$ cat config.mk
export PLATFORM = sky130hd
export DESIGN_NAME = csm_clock_source_manager
export DESIGN_NICKNAME = d
export VERILOG_FILES = /design/src/csm_pkg.sv /design/src/csm_clock_source_manager.sv
export VERILOG_INCLUDE_DIRS = /design/src
export SDC_FILE = /design/constraint.sdc
export NUM_CORES = 1
export LEC_CHECK = 0
export ABC_AREA = 1
export BUFFER_PORTS_ARGS = -buffer_cell sky130_fd_sc_hd__buf_2
export CORE_MARGIN = 8
export CORE_UTILIZATION = 28
export CTS_CLUSTER_SIZE = 30
export DETAILED_ROUTE_END_ITERATION = 8
export GPL_TIMING_DRIVEN = 1
export PLACE_DENSITY = 0.57
export SYNTH_ARGS = -nofsm -noshare
export SYNTH_HDL_FRONTEND = slang
export SYNTH_SLANG_ARGS = --single-unit
$ cat constraint.sdc
create_clock -name i_clk_sys -period 2.2 [get_ports i_clk_sys]
set_clock_uncertainty 0.1 [all_clocks]
set_input_delay 0.11 -clock i_clk_sys [delete_from_list [all_inputs] [get_ports i_clk_sys]]
set_output_delay 0.11 -clock i_clk_sys [all_outputs]
set_load 0.005 [all_outputs]
$ cat src/csm_map.svh
// Register offsets, field positions and reset values of the clock source manager
`ifndef CSM_MAP_SVH
`define CSM_MAP_SVH
// Register offsets
`define CSM_OFF_CTRL1 8'h00
`define CSM_OFF_CFG1 8'h04
`define CSM_OFF_INT 8'h08
`define CSM_OFF_RTC 8'h20
`define CSM_OFF_CSTS 8'h24
`define CSM_OFF_CTRL2 8'h34
// clock_control_reg_one fields
`define CSM_B_FAST_INT_OSC_ENABLE 0
`define CSM_B_HSIRDY 1
`define CSM_B_FAST_INT_TRIM 3
`define CSM_B_HSICAL 8
`define CSM_B_FAST_EXT_OSC_ENABLE 16
`define CSM_B_HSERDY 17
`define CSM_B_HSEBYP 18
`define CSM_B_CLOCK_FAILURE_MONITOR_ENABLE 19
`define CSM_B_PLL_ON_BIT 24
`define CSM_B_PLLRDY 25
// clock_config_reg_one fields
`define CSM_B_SW 0
`define CSM_B_SWS 2
`define CSM_B_APBPRE 8
`define CSM_B_PLLSRC 16
`define CSM_B_PLLMUL 18
`define CSM_B_CLOCK_OUTPUT_SELECT 24
// clock_interrupt_reg fields
`define CSM_B_FLAG 0
`define CSM_B_CSSF 7
`define CSM_B_IEN 8
`define CSM_B_CLR 16
`define CSM_B_CLOCK_FAILURE_CLEAR 23
// rtc_domain_control_reg fields
`define CSM_B_SLOW_EXT_OSC_ENABLE 0
`define CSM_B_LSERDY 1
`define CSM_B_LSEBYP 2
`define CSM_B_RTCSEL 8
`define CSM_B_RTCRST 16
// control_status_reg fields
`define CSM_B_SLOW_INT_OSC_ENABLE 0
`define CSM_B_LSIRDY 1
// clock_control_reg_two fields
`define CSM_B_ADCEN 0
`define CSM_B_ADCRDY 1
`define CSM_B_ADCTRM 3
// Ready and flag indices
`define CSM_I_LSI 0
`define CSM_I_LSE 1
`define CSM_I_HSI 2
`define CSM_I_HSE 3
`define CSM_I_PLL 4
`define CSM_I_ADC 5
`define CSM_I_FAIL 6
// Reset values
`define CSM_TRIM_RST 5'h10
`define CSM_ADC_TRIM_RST 5'h10
`endif

$ cat src/csm_pkg.sv
// Types shared by the clock source manager
`default_nettype none
package csm_pkg;
  typedef enum logic [1:0] {CSM_SRC_HSI = 2'b00, CSM_SRC_HSE = 2'b01, CSM_SRC_PLL = 2'b10} csm_src_t;
  typedef enum logic [1:0] {CSM_LP_RUN = 2'b00, CSM_LP_SLEEP = 2'b01, CSM_LP_STOP = 2'b10,
    CSM_LP_STANDBY = 2'b11} csm_mode_t;
  typedef enum logic [1:0] {CSM_PS_RUN = 2'b00, CSM_PS_WAIT = 2'b01, CSM_PS_DEEP = 2'b10} csm_pwr_t;
  // Controls to the analog oscillators and the clock tree
  typedef struct packed {
    logic hse_en; logic hse_byp; logic lse_en; logic lse_byp;
    logic hsi_en; logic adc_osc_en; logic lsi_en; logic pll_en;
    logic pll_src; logic [3:0] pll_mul;
    logic [4:0] hsi_trim; logic [7:0] hsi_cal; logic [4:0] adc_osc_trim;
    csm_src_t sys_src; logic [5:0] gate; logic [1:0] rtc_sel; logic wdt_clk_en;
    logic [2:0] mco_sel; logic tmr_double; logic adc_osc_route;
    logic cpu_clk_en; logic bridge_clk_en; logic deep_sleep; logic irq; logic nmi;
  } csm_out_t;
  // Whole state of the manager
  typedef struct packed {
    logic [6:0] sync1; logic [6:0] sync2; logic [6:0] prev;
    logic [5:0] flags; logic [5:0] irq_en; logic css_pend;
    logic fast_int_osc_enable; logic fast_ext_osc_enable; logic hsebyp; logic clock_failure_monitor_enable; logic pll_on_bit; logic pllsrc; logic [3:0] pllmul;
    logic [4:0] trim; logic [7:0] cal; logic cal_done;
    csm_src_t sw; csm_src_t sws; logic [2:0] apbpre; logic [2:0] clock_output_select;
    logic slow_ext_osc_enable; logic lsebyp; logic [1:0] rtcsel; logic slow_int_osc_enable; logic wdt_lock;
    logic adcen; logic [4:0] adctrim; csm_pwr_t pwr; logic [31:0] rdata; csm_out_t out;
  } csm_state_t;
endpackage
`default_nettype wire

$ cat src/csm_clock_source_manager.sv
// Clock source manager: oscillator control, system clock switch, failure monitor, low power
//
// How it works
// - slow bypass needs bypass and enable bits
// - slow external ready flag, interrupt when enabled
// - factory calibration loaded after reset release, trim adjustable
// - fast internal enable bit, ready-gated output
// - converter oscillator enable, trim, ready gating
// - slow internal enable, ready gating, runs low-power
// - PLL source and multiplier frozen while enabled
// - PLL ready raises interrupt when enabled
// - timer clock doubles unless prescaler is one
// - RTC source written once until domain reset
// - watchdog forces slow internal oscillator permanently on
// - clock output select reaches pin when configured
// - system clock from three sources, reset internal
// - switch only to ready source, in-use stays on
// - external failure falls back to internal oscillator
// - failure pending drives NMI until software clears
// - converter clock from oscillator or bus clock
// - sleep stops processor, bridge stops when all bus peripheral clocks are off
// - stop or standby turns fast oscillators off
// - wake-up selects fast internal oscillator
// - deep sleep waits for flash and bus
// - deep sleep entry clears fast external enable
// - fast internal enable set by hardware events
//
// Implementation choices: the address map and the address-and-strobe port.
`timescale 1ns/1ps
`include "csm_map.svh"
`default_nettype none
module csm_clock_source_manager (
  // Clock and reset
  input wire logic i_clk_sys,
  input wire logic i_rst,
  // Register port
  input wire logic [7:0] i_addr,
  input wire logic [31:0] i_wdata,
  input wire logic i_we,
  input wire logic i_re,
  output logic [31:0] o_rdata,
  // Oscillator status pins, asynchronous
  input wire logic [5:0] i_osc_ready,
  input wire logic i_hse_fail,
  // Factory calibration word, static
  input wire logic [7:0] i_hsi_cal,
  // Same-clock system inputs
  input wire logic i_wdt_enable,
  input wire csm_pkg::csm_mode_t i_lp_mode,
  input wire logic i_wake,
  input wire logic i_flash_busy,
  input wire logic i_apb_busy,
  input wire logic i_apb_clks_off,
  input wire logic i_mco_af,
  input wire logic i_adc_sel_osc,
  // Clock tree controls
  output csm_pkg::csm_out_t o_ctl
);

  // ----------------------------------------------------------------
  // State
  // ----------------------------------------------------------------
  csm_pkg::csm_state_t s_q; // Registered state
  csm_pkg::csm_state_t s_d; // Next state
  logic [5:0] rdy; // Synchronized ready levels
  logic [5:0] rise; // Ready rising edges
  logic hse_used; // External oscillator feeds system clock
  logic hsi_used; // Internal oscillator feeds system clock
  logic css_evt; // Failure takes effect this cycle
  logic tgt_ok; // Switch target enabled and ready
  logic [5:0] clr; // Flag clear mask from software
  logic css_clr; // Failure pending clear
  logic deep; // Next state is deep sleep

  // ----------------------------------------------------------------
  // Next-state logic
  // ----------------------------------------------------------------
  // All decisions use the second synchronizer stage only
  always_comb
  begin
    s_d = s_q;
    s_d.sync1 = {i_hse_fail, i_osc_ready};
    s_d.sync2 = s_q.sync1;
    s_d.prev = s_q.sync2;
    rdy = s_q.sync2[5:0];
    rise = rdy & ~s_q.prev[5:0];
    hse_used = (s_q.sws == csm_pkg::CSM_SRC_HSE) || ((s_q.sws == csm_pkg::CSM_SRC_PLL) && s_q.pllsrc);
    hsi_used = (s_q.sws == csm_pkg::CSM_SRC_HSI) || ((s_q.sws == csm_pkg::CSM_SRC_PLL) && !s_q.pllsrc);
    css_evt = s_q.clock_failure_monitor_enable && s_q.sync2[`CSM_I_FAIL] && hse_used && s_q.fast_ext_osc_enable;
    clr = 6'h00;
    css_clr = 1'b0;
    // Calibration word is caught after reset release, never under reset
    if (!s_q.cal_done)
    begin
      s_d.cal = i_hsi_cal;
      s_d.cal_done = 1'b1;
    end
    // Register writes
    if (i_we)
    begin
      if (i_addr == `CSM_OFF_CTRL1)
      begin
        s_d.fast_int_osc_enable = i_wdata[`CSM_B_FAST_INT_OSC_ENABLE] | hsi_used;
        s_d.trim = i_wdata[`CSM_B_FAST_INT_TRIM +: 5];
        s_d.fast_ext_osc_enable = i_wdata[`CSM_B_FAST_EXT_OSC_ENABLE] | hse_used;
        s_d.hsebyp = i_wdata[`CSM_B_HSEBYP];
        s_d.clock_failure_monitor_enable = i_wdata[`CSM_B_CLOCK_FAILURE_MONITOR_ENABLE];
        s_d.pll_on_bit = i_wdata[`CSM_B_PLL_ON_BIT] | (s_q.sws == csm_pkg::CSM_SRC_PLL);
      end
      else if (i_addr == `CSM_OFF_CFG1)
      begin
        // Code 2'b11 is no source and leaves the request alone
        if (i_wdata[`CSM_B_SW +: 2] != 2'b11)
        begin
          s_d.sw = csm_pkg::csm_src_t'(i_wdata[`CSM_B_SW +: 2]);
        end
        s_d.apbpre = i_wdata[`CSM_B_APBPRE +: 3];
        s_d.clock_output_select = i_wdata[`CSM_B_CLOCK_OUTPUT_SELECT +: 3];
        // PLL setup only while fully stopped
        if (!s_q.pll_on_bit && !rdy[`CSM_I_PLL])
        begin
          s_d.pllsrc = i_wdata[`CSM_B_PLLSRC];
          s_d.pllmul = i_wdata[`CSM_B_PLLMUL +: 4];
        end
      end
      else if (i_addr == `CSM_OFF_INT)
      begin
        s_d.irq_en = i_wdata[`CSM_B_IEN +: 6];
        clr = i_wdata[`CSM_B_CLR +: 6];
        css_clr = i_wdata[`CSM_B_CLOCK_FAILURE_CLEAR];
      end
      else if (i_addr == `CSM_OFF_RTC)
      begin
        s_d.slow_ext_osc_enable = i_wdata[`CSM_B_SLOW_EXT_OSC_ENABLE];
        s_d.lsebyp = i_wdata[`CSM_B_LSEBYP];
        // Domain reset frees the source; otherwise only the first pick sticks
        if (i_wdata[`CSM_B_RTCRST])
        begin
          s_d.rtcsel = 2'h0;
        end
        else if (s_q.rtcsel == 2'h0)
        begin
          s_d.rtcsel = i_wdata[`CSM_B_RTCSEL +: 2];
        end
      end
      else if (i_addr == `CSM_OFF_CSTS)
      begin
        s_d.slow_int_osc_enable = i_wdata[`CSM_B_SLOW_INT_OSC_ENABLE];
      end
      else if (i_addr == `CSM_OFF_CTRL2)
      begin
        s_d.adcen = i_wdata[`CSM_B_ADCEN];
        s_d.adctrim = i_wdata[`CSM_B_ADCTRM +: 5];
      end
    end
    // Sticky flags: a new edge wins over a clear in the same cycle
    s_d.flags = (s_q.flags & ~clr) | rise;
    s_d.css_pend = (s_q.css_pend & ~css_clr) | css_evt;
    // Switch waits for the target to be on and stable
    case (s_q.sw)
      csm_pkg::CSM_SRC_HSE: tgt_ok = s_q.fast_ext_osc_enable && rdy[`CSM_I_HSE];
      csm_pkg::CSM_SRC_PLL: tgt_ok = s_q.pll_on_bit && rdy[`CSM_I_PLL];
      default: tgt_ok = s_q.fast_int_osc_enable && rdy[`CSM_I_HSI];
    endcase
    if (tgt_ok)
    begin
      s_d.sws = s_q.sw;
    end
    // Failure overrides software and the switch
    if (css_evt)
    begin
      s_d.fast_ext_osc_enable = 1'b0;
      if (s_q.pllsrc)
      begin
        s_d.pll_on_bit = 1'b0;
      end
      s_d.sw = csm_pkg::CSM_SRC_HSI;
      s_d.sws = csm_pkg::CSM_SRC_HSI;
      s_d.fast_int_osc_enable = 1'b1;
    end
    // Watchdog lock can never be released short of reset
    if (i_wdt_enable)
    begin
      s_d.wdt_lock = 1'b1;
    end
    // Low-power sequencing
    case (s_q.pwr)
      csm_pkg::CSM_PS_RUN:
      begin
        if ((i_lp_mode == csm_pkg::CSM_LP_STOP) || (i_lp_mode == csm_pkg::CSM_LP_STANDBY))
        begin
          s_d.pwr = csm_pkg::CSM_PS_WAIT;
        end
      end
      csm_pkg::CSM_PS_WAIT:
      begin
        // Request withdrawn before entry aborts it
        if ((i_lp_mode == csm_pkg::CSM_LP_RUN) || (i_lp_mode == csm_pkg::CSM_LP_SLEEP))
        begin
          s_d.pwr = csm_pkg::CSM_PS_RUN;
        end
        else if (!i_flash_busy && !i_apb_busy)
        begin
          s_d.pwr = csm_pkg::CSM_PS_DEEP;
          s_d.fast_ext_osc_enable = 1'b0;
          s_d.pll_on_bit = 1'b0;
        end
      end
      csm_pkg::CSM_PS_DEEP:
      begin
        if (i_wake)
        begin
          s_d.pwr = csm_pkg::CSM_PS_RUN;
          s_d.fast_int_osc_enable = 1'b1;
          s_d.sw = csm_pkg::CSM_SRC_HSI;
          s_d.sws = csm_pkg::CSM_SRC_HSI;
        end
      end
      default: s_d.pwr = csm_pkg::CSM_PS_RUN;
    endcase
    deep = (s_d.pwr == csm_pkg::CSM_PS_DEEP);
    // Outputs, registered with the state
    s_d.out.hse_en = s_d.fast_ext_osc_enable && !deep;
    s_d.out.hse_byp = s_d.hsebyp;
    s_d.out.lse_en = s_d.slow_ext_osc_enable;
    s_d.out.lse_byp = s_d.lsebyp && s_d.slow_ext_osc_enable;
    s_d.out.hsi_en = s_d.fast_int_osc_enable && !deep;
    s_d.out.adc_osc_en = s_d.adcen && !deep;
    s_d.out.lsi_en = s_d.slow_int_osc_enable || s_d.wdt_lock;
    s_d.out.pll_en = s_d.pll_on_bit && !deep;
    s_d.out.pll_src = s_d.pllsrc;
    s_d.out.pll_mul = s_d.pllmul;
    s_d.out.hsi_trim = s_d.trim;
    s_d.out.hsi_cal = s_d.cal;
    s_d.out.adc_osc_trim = s_d.adctrim;
    s_d.out.sys_src = s_d.sws;
    // Each clock is released only while its ready level is high
    s_d.out.gate = rdy & {s_d.out.adc_osc_en, s_d.out.pll_en, s_d.out.hse_en, s_d.out.hsi_en,
      s_d.out.lse_en, s_d.out.lsi_en};
    s_d.out.rtc_sel = s_d.rtcsel;
    s_d.out.wdt_clk_en = s_d.wdt_lock && rdy[`CSM_I_LSI];
    s_d.out.mco_sel = i_mco_af ? s_d.clock_output_select : 3'h0;
    s_d.out.tmr_double = (s_d.apbpre != 3'h0);
    s_d.out.adc_osc_route = i_adc_sel_osc && s_d.out.gate[`CSM_I_ADC];
    s_d.out.cpu_clk_en = (i_lp_mode == csm_pkg::CSM_LP_RUN) && !deep;
    s_d.out.bridge_clk_en = !((i_lp_mode == csm_pkg::CSM_LP_SLEEP) && i_apb_clks_off) && !deep;
    s_d.out.deep_sleep = deep;
    s_d.out.irq = |(s_d.flags & s_d.irq_en);
    s_d.out.nmi = s_d.css_pend;
    // Read data stands one cycle only
    s_d.rdata = 32'h0000_0000;
    if (i_re)
    begin
      if (i_addr == `CSM_OFF_CTRL1)
      begin
        s_d.rdata[`CSM_B_FAST_INT_OSC_ENABLE] = s_q.fast_int_osc_enable;
        s_d.rdata[`CSM_B_HSIRDY] = rdy[`CSM_I_HSI];
        s_d.rdata[`CSM_B_FAST_INT_TRIM +: 5] = s_q.trim;
        s_d.rdata[`CSM_B_HSICAL +: 8] = s_q.cal;
        s_d.rdata[`CSM_B_FAST_EXT_OSC_ENABLE] = s_q.fast_ext_osc_enable;
        s_d.rdata[`CSM_B_HSERDY] = rdy[`CSM_I_HSE];
        s_d.rdata[`CSM_B_HSEBYP] = s_q.hsebyp;
        s_d.rdata[`CSM_B_CLOCK_FAILURE_MONITOR_ENABLE] = s_q.clock_failure_monitor_enable;
        s_d.rdata[`CSM_B_PLL_ON_BIT] = s_q.pll_on_bit;
        s_d.rdata[`CSM_B_PLLRDY] = rdy[`CSM_I_PLL];
      end
      else if (i_addr == `CSM_OFF_CFG1)
      begin
        s_d.rdata[`CSM_B_SW +: 2] = s_q.sw;
        s_d.rdata[`CSM_B_SWS +: 2] = s_q.sws;
        s_d.rdata[`CSM_B_APBPRE +: 3] = s_q.apbpre;
        s_d.rdata[`CSM_B_PLLSRC] = s_q.pllsrc;
        s_d.rdata[`CSM_B_PLLMUL +: 4] = s_q.pllmul;
        s_d.rdata[`CSM_B_CLOCK_OUTPUT_SELECT +: 3] = s_q.clock_output_select;
      end
      else if (i_addr == `CSM_OFF_INT)
      begin
        s_d.rdata[`CSM_B_FLAG +: 6] = s_q.flags;
        s_d.rdata[`CSM_B_CSSF] = s_q.css_pend;
        s_d.rdata[`CSM_B_IEN +: 6] = s_q.irq_en;
      end
      else if (i_addr == `CSM_OFF_RTC)
      begin
        s_d.rdata[`CSM_B_SLOW_EXT_OSC_ENABLE] = s_q.slow_ext_osc_enable;
        s_d.rdata[`CSM_B_LSERDY] = rdy[`CSM_I_LSE];
        s_d.rdata[`CSM_B_LSEBYP] = s_q.lsebyp;
        s_d.rdata[`CSM_B_RTCSEL +: 2] = s_q.rtcsel;
      end
      else if (i_addr == `CSM_OFF_CSTS)
      begin
        s_d.rdata[`CSM_B_SLOW_INT_OSC_ENABLE] = s_q.slow_int_osc_enable || s_q.wdt_lock;
        s_d.rdata[`CSM_B_LSIRDY] = rdy[`CSM_I_LSI];
      end
      else if (i_addr == `CSM_OFF_CTRL2)
      begin
        s_d.rdata[`CSM_B_ADCEN] = s_q.adcen;
        s_d.rdata[`CSM_B_ADCRDY] = rdy[`CSM_I_ADC];
        s_d.rdata[`CSM_B_ADCTRM +: 5] = s_q.adctrim;
      end
    end
  end

  // ----------------------------------------------------------------
  // State register
  // ----------------------------------------------------------------
  // Reset leaves only the internal oscillator running as system clock
  always_ff @(posedge i_clk_sys)
  begin
    if (i_rst)
    begin
      s_q <= '0;
      s_q.fast_int_osc_enable <= 1'b1;
      s_q.trim <= `CSM_TRIM_RST;
      s_q.adctrim <= `CSM_ADC_TRIM_RST;
      s_q.out.hsi_en <= 1'b1;
      s_q.out.hsi_trim <= `CSM_TRIM_RST;
      s_q.out.adc_osc_trim <= `CSM_ADC_TRIM_RST;
      s_q.out.cpu_clk_en <= 1'b1;
      s_q.out.bridge_clk_en <= 1'b1;
    end
    else
    begin
      s_q <= s_d;
    end
  end

  assign o_ctl = s_q.out;
  assign o_rdata = s_q.rdata;

  logic hse_used_q; // Failure monitor condition seen from state
  assign hse_used_q = (s_q.sws == csm_pkg::CSM_SRC_HSE) || ((s_q.sws == csm_pkg::CSM_SRC_PLL) && s_q.pllsrc);
endmodule
`default_nettype wire

==> results.json <==
{
  "cellPowerDensity_nw_per_um2": 792,
  "drt_iter0_drc": 263,
  "cp_num_buf_inv": 3,
  "grt_pass1_vias": 4407,
  "fin_crit_sh": 0.894,
  "crit_cells": 6,
  "crit_top_cell": "inv_1",
  "netlist_top_cells_area": "dfxtp_1, buf_4, nand2_1",
  "synth-seq-area-share": 0.471,
  "track_usage": 0.132,
  "setup-tns-final_ns": 0,
  "whs_path_depth": 4,
  "hold_class": "in2reg",
  "hold_viol": 0,
  "nets": 873,
  "grt.overflow.total": 0,
  "clock_latency_ns": 0.42,
  "worst_pin_slew_ns": 0.669,
  "h-tree-depth": 4,
  "die-area_um2": 24100,
  "slowest_stage": "dlygate4sd3_1",
  "cts_buffer_depth": 2,
  "path_max_fanout": 4,
  "finalPower_mw": 5.44,
  "cp-start-kind": "register",
  "viasPerCell": 4.08,
  "io_pins": 152,
  "rsz0062_at_grt": "no",
  "end_kind": "register",
  "cts_made_buffers": 17,
  "initial_core_util": 0.282,
  "drive_above_1_share": 0.263,
  "numPortBuffers": 136,
  "synth.top_cell.area_share": 0.471,
  "ant_nets": 0,
  "area_growth_pct": 26.4,
  "vias": 4409,
  "synth-seq-cells": 128,
  "crit_type": "reg2reg",
  "status": "completed",
  "max_freq_mhz": 508,
  "cts_root_buffer": "clkbuf_16",
  "p_leak_nw": 3.22,
  "layout_common_cells": "buf_2, dfxtp_1, nand2_1",
  "path_delay_family": "buffers and inverters",
  "cp_cell_sequence": "inv_1, nor2_1, inv_1, o21ai_0, o31ai_1, dlygate4sd3_1",
  "drt_pre_antenna_iters": 4,
  "gp_congestion": 0.812,
  "row_count": 51,
  "period_minus_slack_ns": 1.97,
  "grt_pass1_wl_mm": 24.1,
  "detail_route.drc_violations": 0,
  "slowest_delay_ns": 0.57,
  "ys.warnings.count": 0,
  "synth_edf_count": 0,
  "final_common_cell": "buf_2",
  "ys_types": 40,
  "clock_sinks": 128,
  "arrival_ns": 2.17,
  "synth_top_area_cell": "dfxtp_1",
  "die_h_um": 155,
  "r2r_cells": 6,
  "grt_max_degree": 63,
  "wire_per_inst_um": 14.5,
  "syn_inst": 688,
  "peakVddDrop_uv": 493,
  "antenna_found_initial": 0,
  "max_cap_violations": 0,
  "drt_wl_total_mm": 15.7,
  "dpl.hpwl_mm": 11.9,
  "synth_flop_cell": "dfxtp_1",
  "fp.coreArea_um2": 19300,
  "fp.dieW_um": 155,
  "setup_violations": 0,
  "slew_violations": 0,
  "path_clk_slew_ns": 0.06,
  "syn_area_per_cell_um2": 7.91,
  "max_slew_margin": 0.554,
  "diodes": 0,
  "synth_async_sr_flop_share": 0,
  "cts_tree": "built",
  "synth_area_um2": 5440,
  "nFillCells": 2085,
  "crit_required_ns": 2.40
}
layout make-up:
cell class / instances / area (µm²) / share of cell area
Clock inverter: 15 / 146 / 0.0213
Timing Repair Buffer: 193 / 1230 / 0.179
Multi-Input combinational cell: 374 / 1850 / 0.269
Clock buffer: 17 / 425 / 0.0619
Tap cell: 265 / 332 / 0.0482
Sequential cell: 128 / 2560 / 0.373
Inverter: 89 / 334 / 0.0486
registers in the layout (all words and copies together), names as in the netlist:
signal / cells
o_ctl: 52
s_q: 37
o_rdata: 25
s_d: 8
rdy: 6
repair_timing:
item / CTS / global route
hold buffers: 48 / 0
buffers inserted: 0 / 0
endpoints found under the hold margin: 66 / 0
setup endpoints to repair: 0 / 1
gates resized for setup: 0 / 2
cells in the mapped netlist (2+ instances only):
master and n:
dfxtp_1 128, nand2_1 104, nor2_1 86, buf_4 85, inv_1 85, o21ai_0 44, a21oi_1 39, nand3_1 22
nor3_1 12, clkbuf_1 9, nor2_4 7, or2_2 7, buf_2 6, inv_2 4, nand4_1 4, nor2_2 4
nand2_2 3, o211ai_1 3, o221ai_1 3, o22ai_1 3, a211oi_1 2, a221oi_1 2, a31oi_1 2, buf_6 2
ha_1 2, nand3_2 2, nor2_8 2, nor3_2 2, o21ai_1 2, o21ai_2 2
report_power, final:
group	internal, mW	switching, mW
sequential	2.36	0.0232
clock	1.59	1.15
combinational	0.150	0.170
total	4.10	1.34
metrics by stage:
step / area (µm²) / hold WS, ns / cells / worst slack, ns / util
final: 6880 / 0.0240 / 1081 / 0.232 / 0.357
after global routing: 6880 / 0.0366 / 1081 / 0.0827 / 0.357
after CTS: 6870 / 0.0653 / 1081 / 0.0937 / 0.356
after detailed placement: 5810 / 0.216 / 1001 / 0.389 / 0.302
after global placement: 5810 / 0.214 / 1001 / 0.409 / 0.302
after floorplan: 5460 / 0.113 / 694 / 0.803 / -
worst reg2reg max path, cell delays in order, from the launching register on:
cell and delay (ns):
dfxtp_1 0.35, inv_1 0.06, nor2_1 0.17, inv_1 0.08, o21ai_0 0.43, o31ai_1 0.11
dlygate4sd3_1 0.57
cells by family after synthesis:
family                     count (synthesis)  share of synthesized area
AOI/OAI and AO/OA                        106                      0.108
other                                      1                   0.000689
adders and majority gates                  2                    0.00460
and+or+nand+nor                          259                      0.220
buffers and inverters                    192                      0.195
DFF                                      128                      0.471
path summary, 6_finish.rpt:
check	slack, ns	from	to
worst max-delay path	0.23	s_q[85]	o_ctl[4]
worst min-delay path	0.02	i_wake	s_q[85]
worst max register to register	0.23	s_q[85]	o_ctl[4]
worst min register to register	0.30	s_d[152]	rdy[0]
metal layers:
layer  global-route usage  vias up  share of wire
li1                     -     2310              -
met5                    0        -              0
met3               0.0513       22          0.085
met2                0.210      150           0.46
met4               0.0518        0          0.021
met1                0.157     1927           0.43
(Power assumes the default switching activity.)
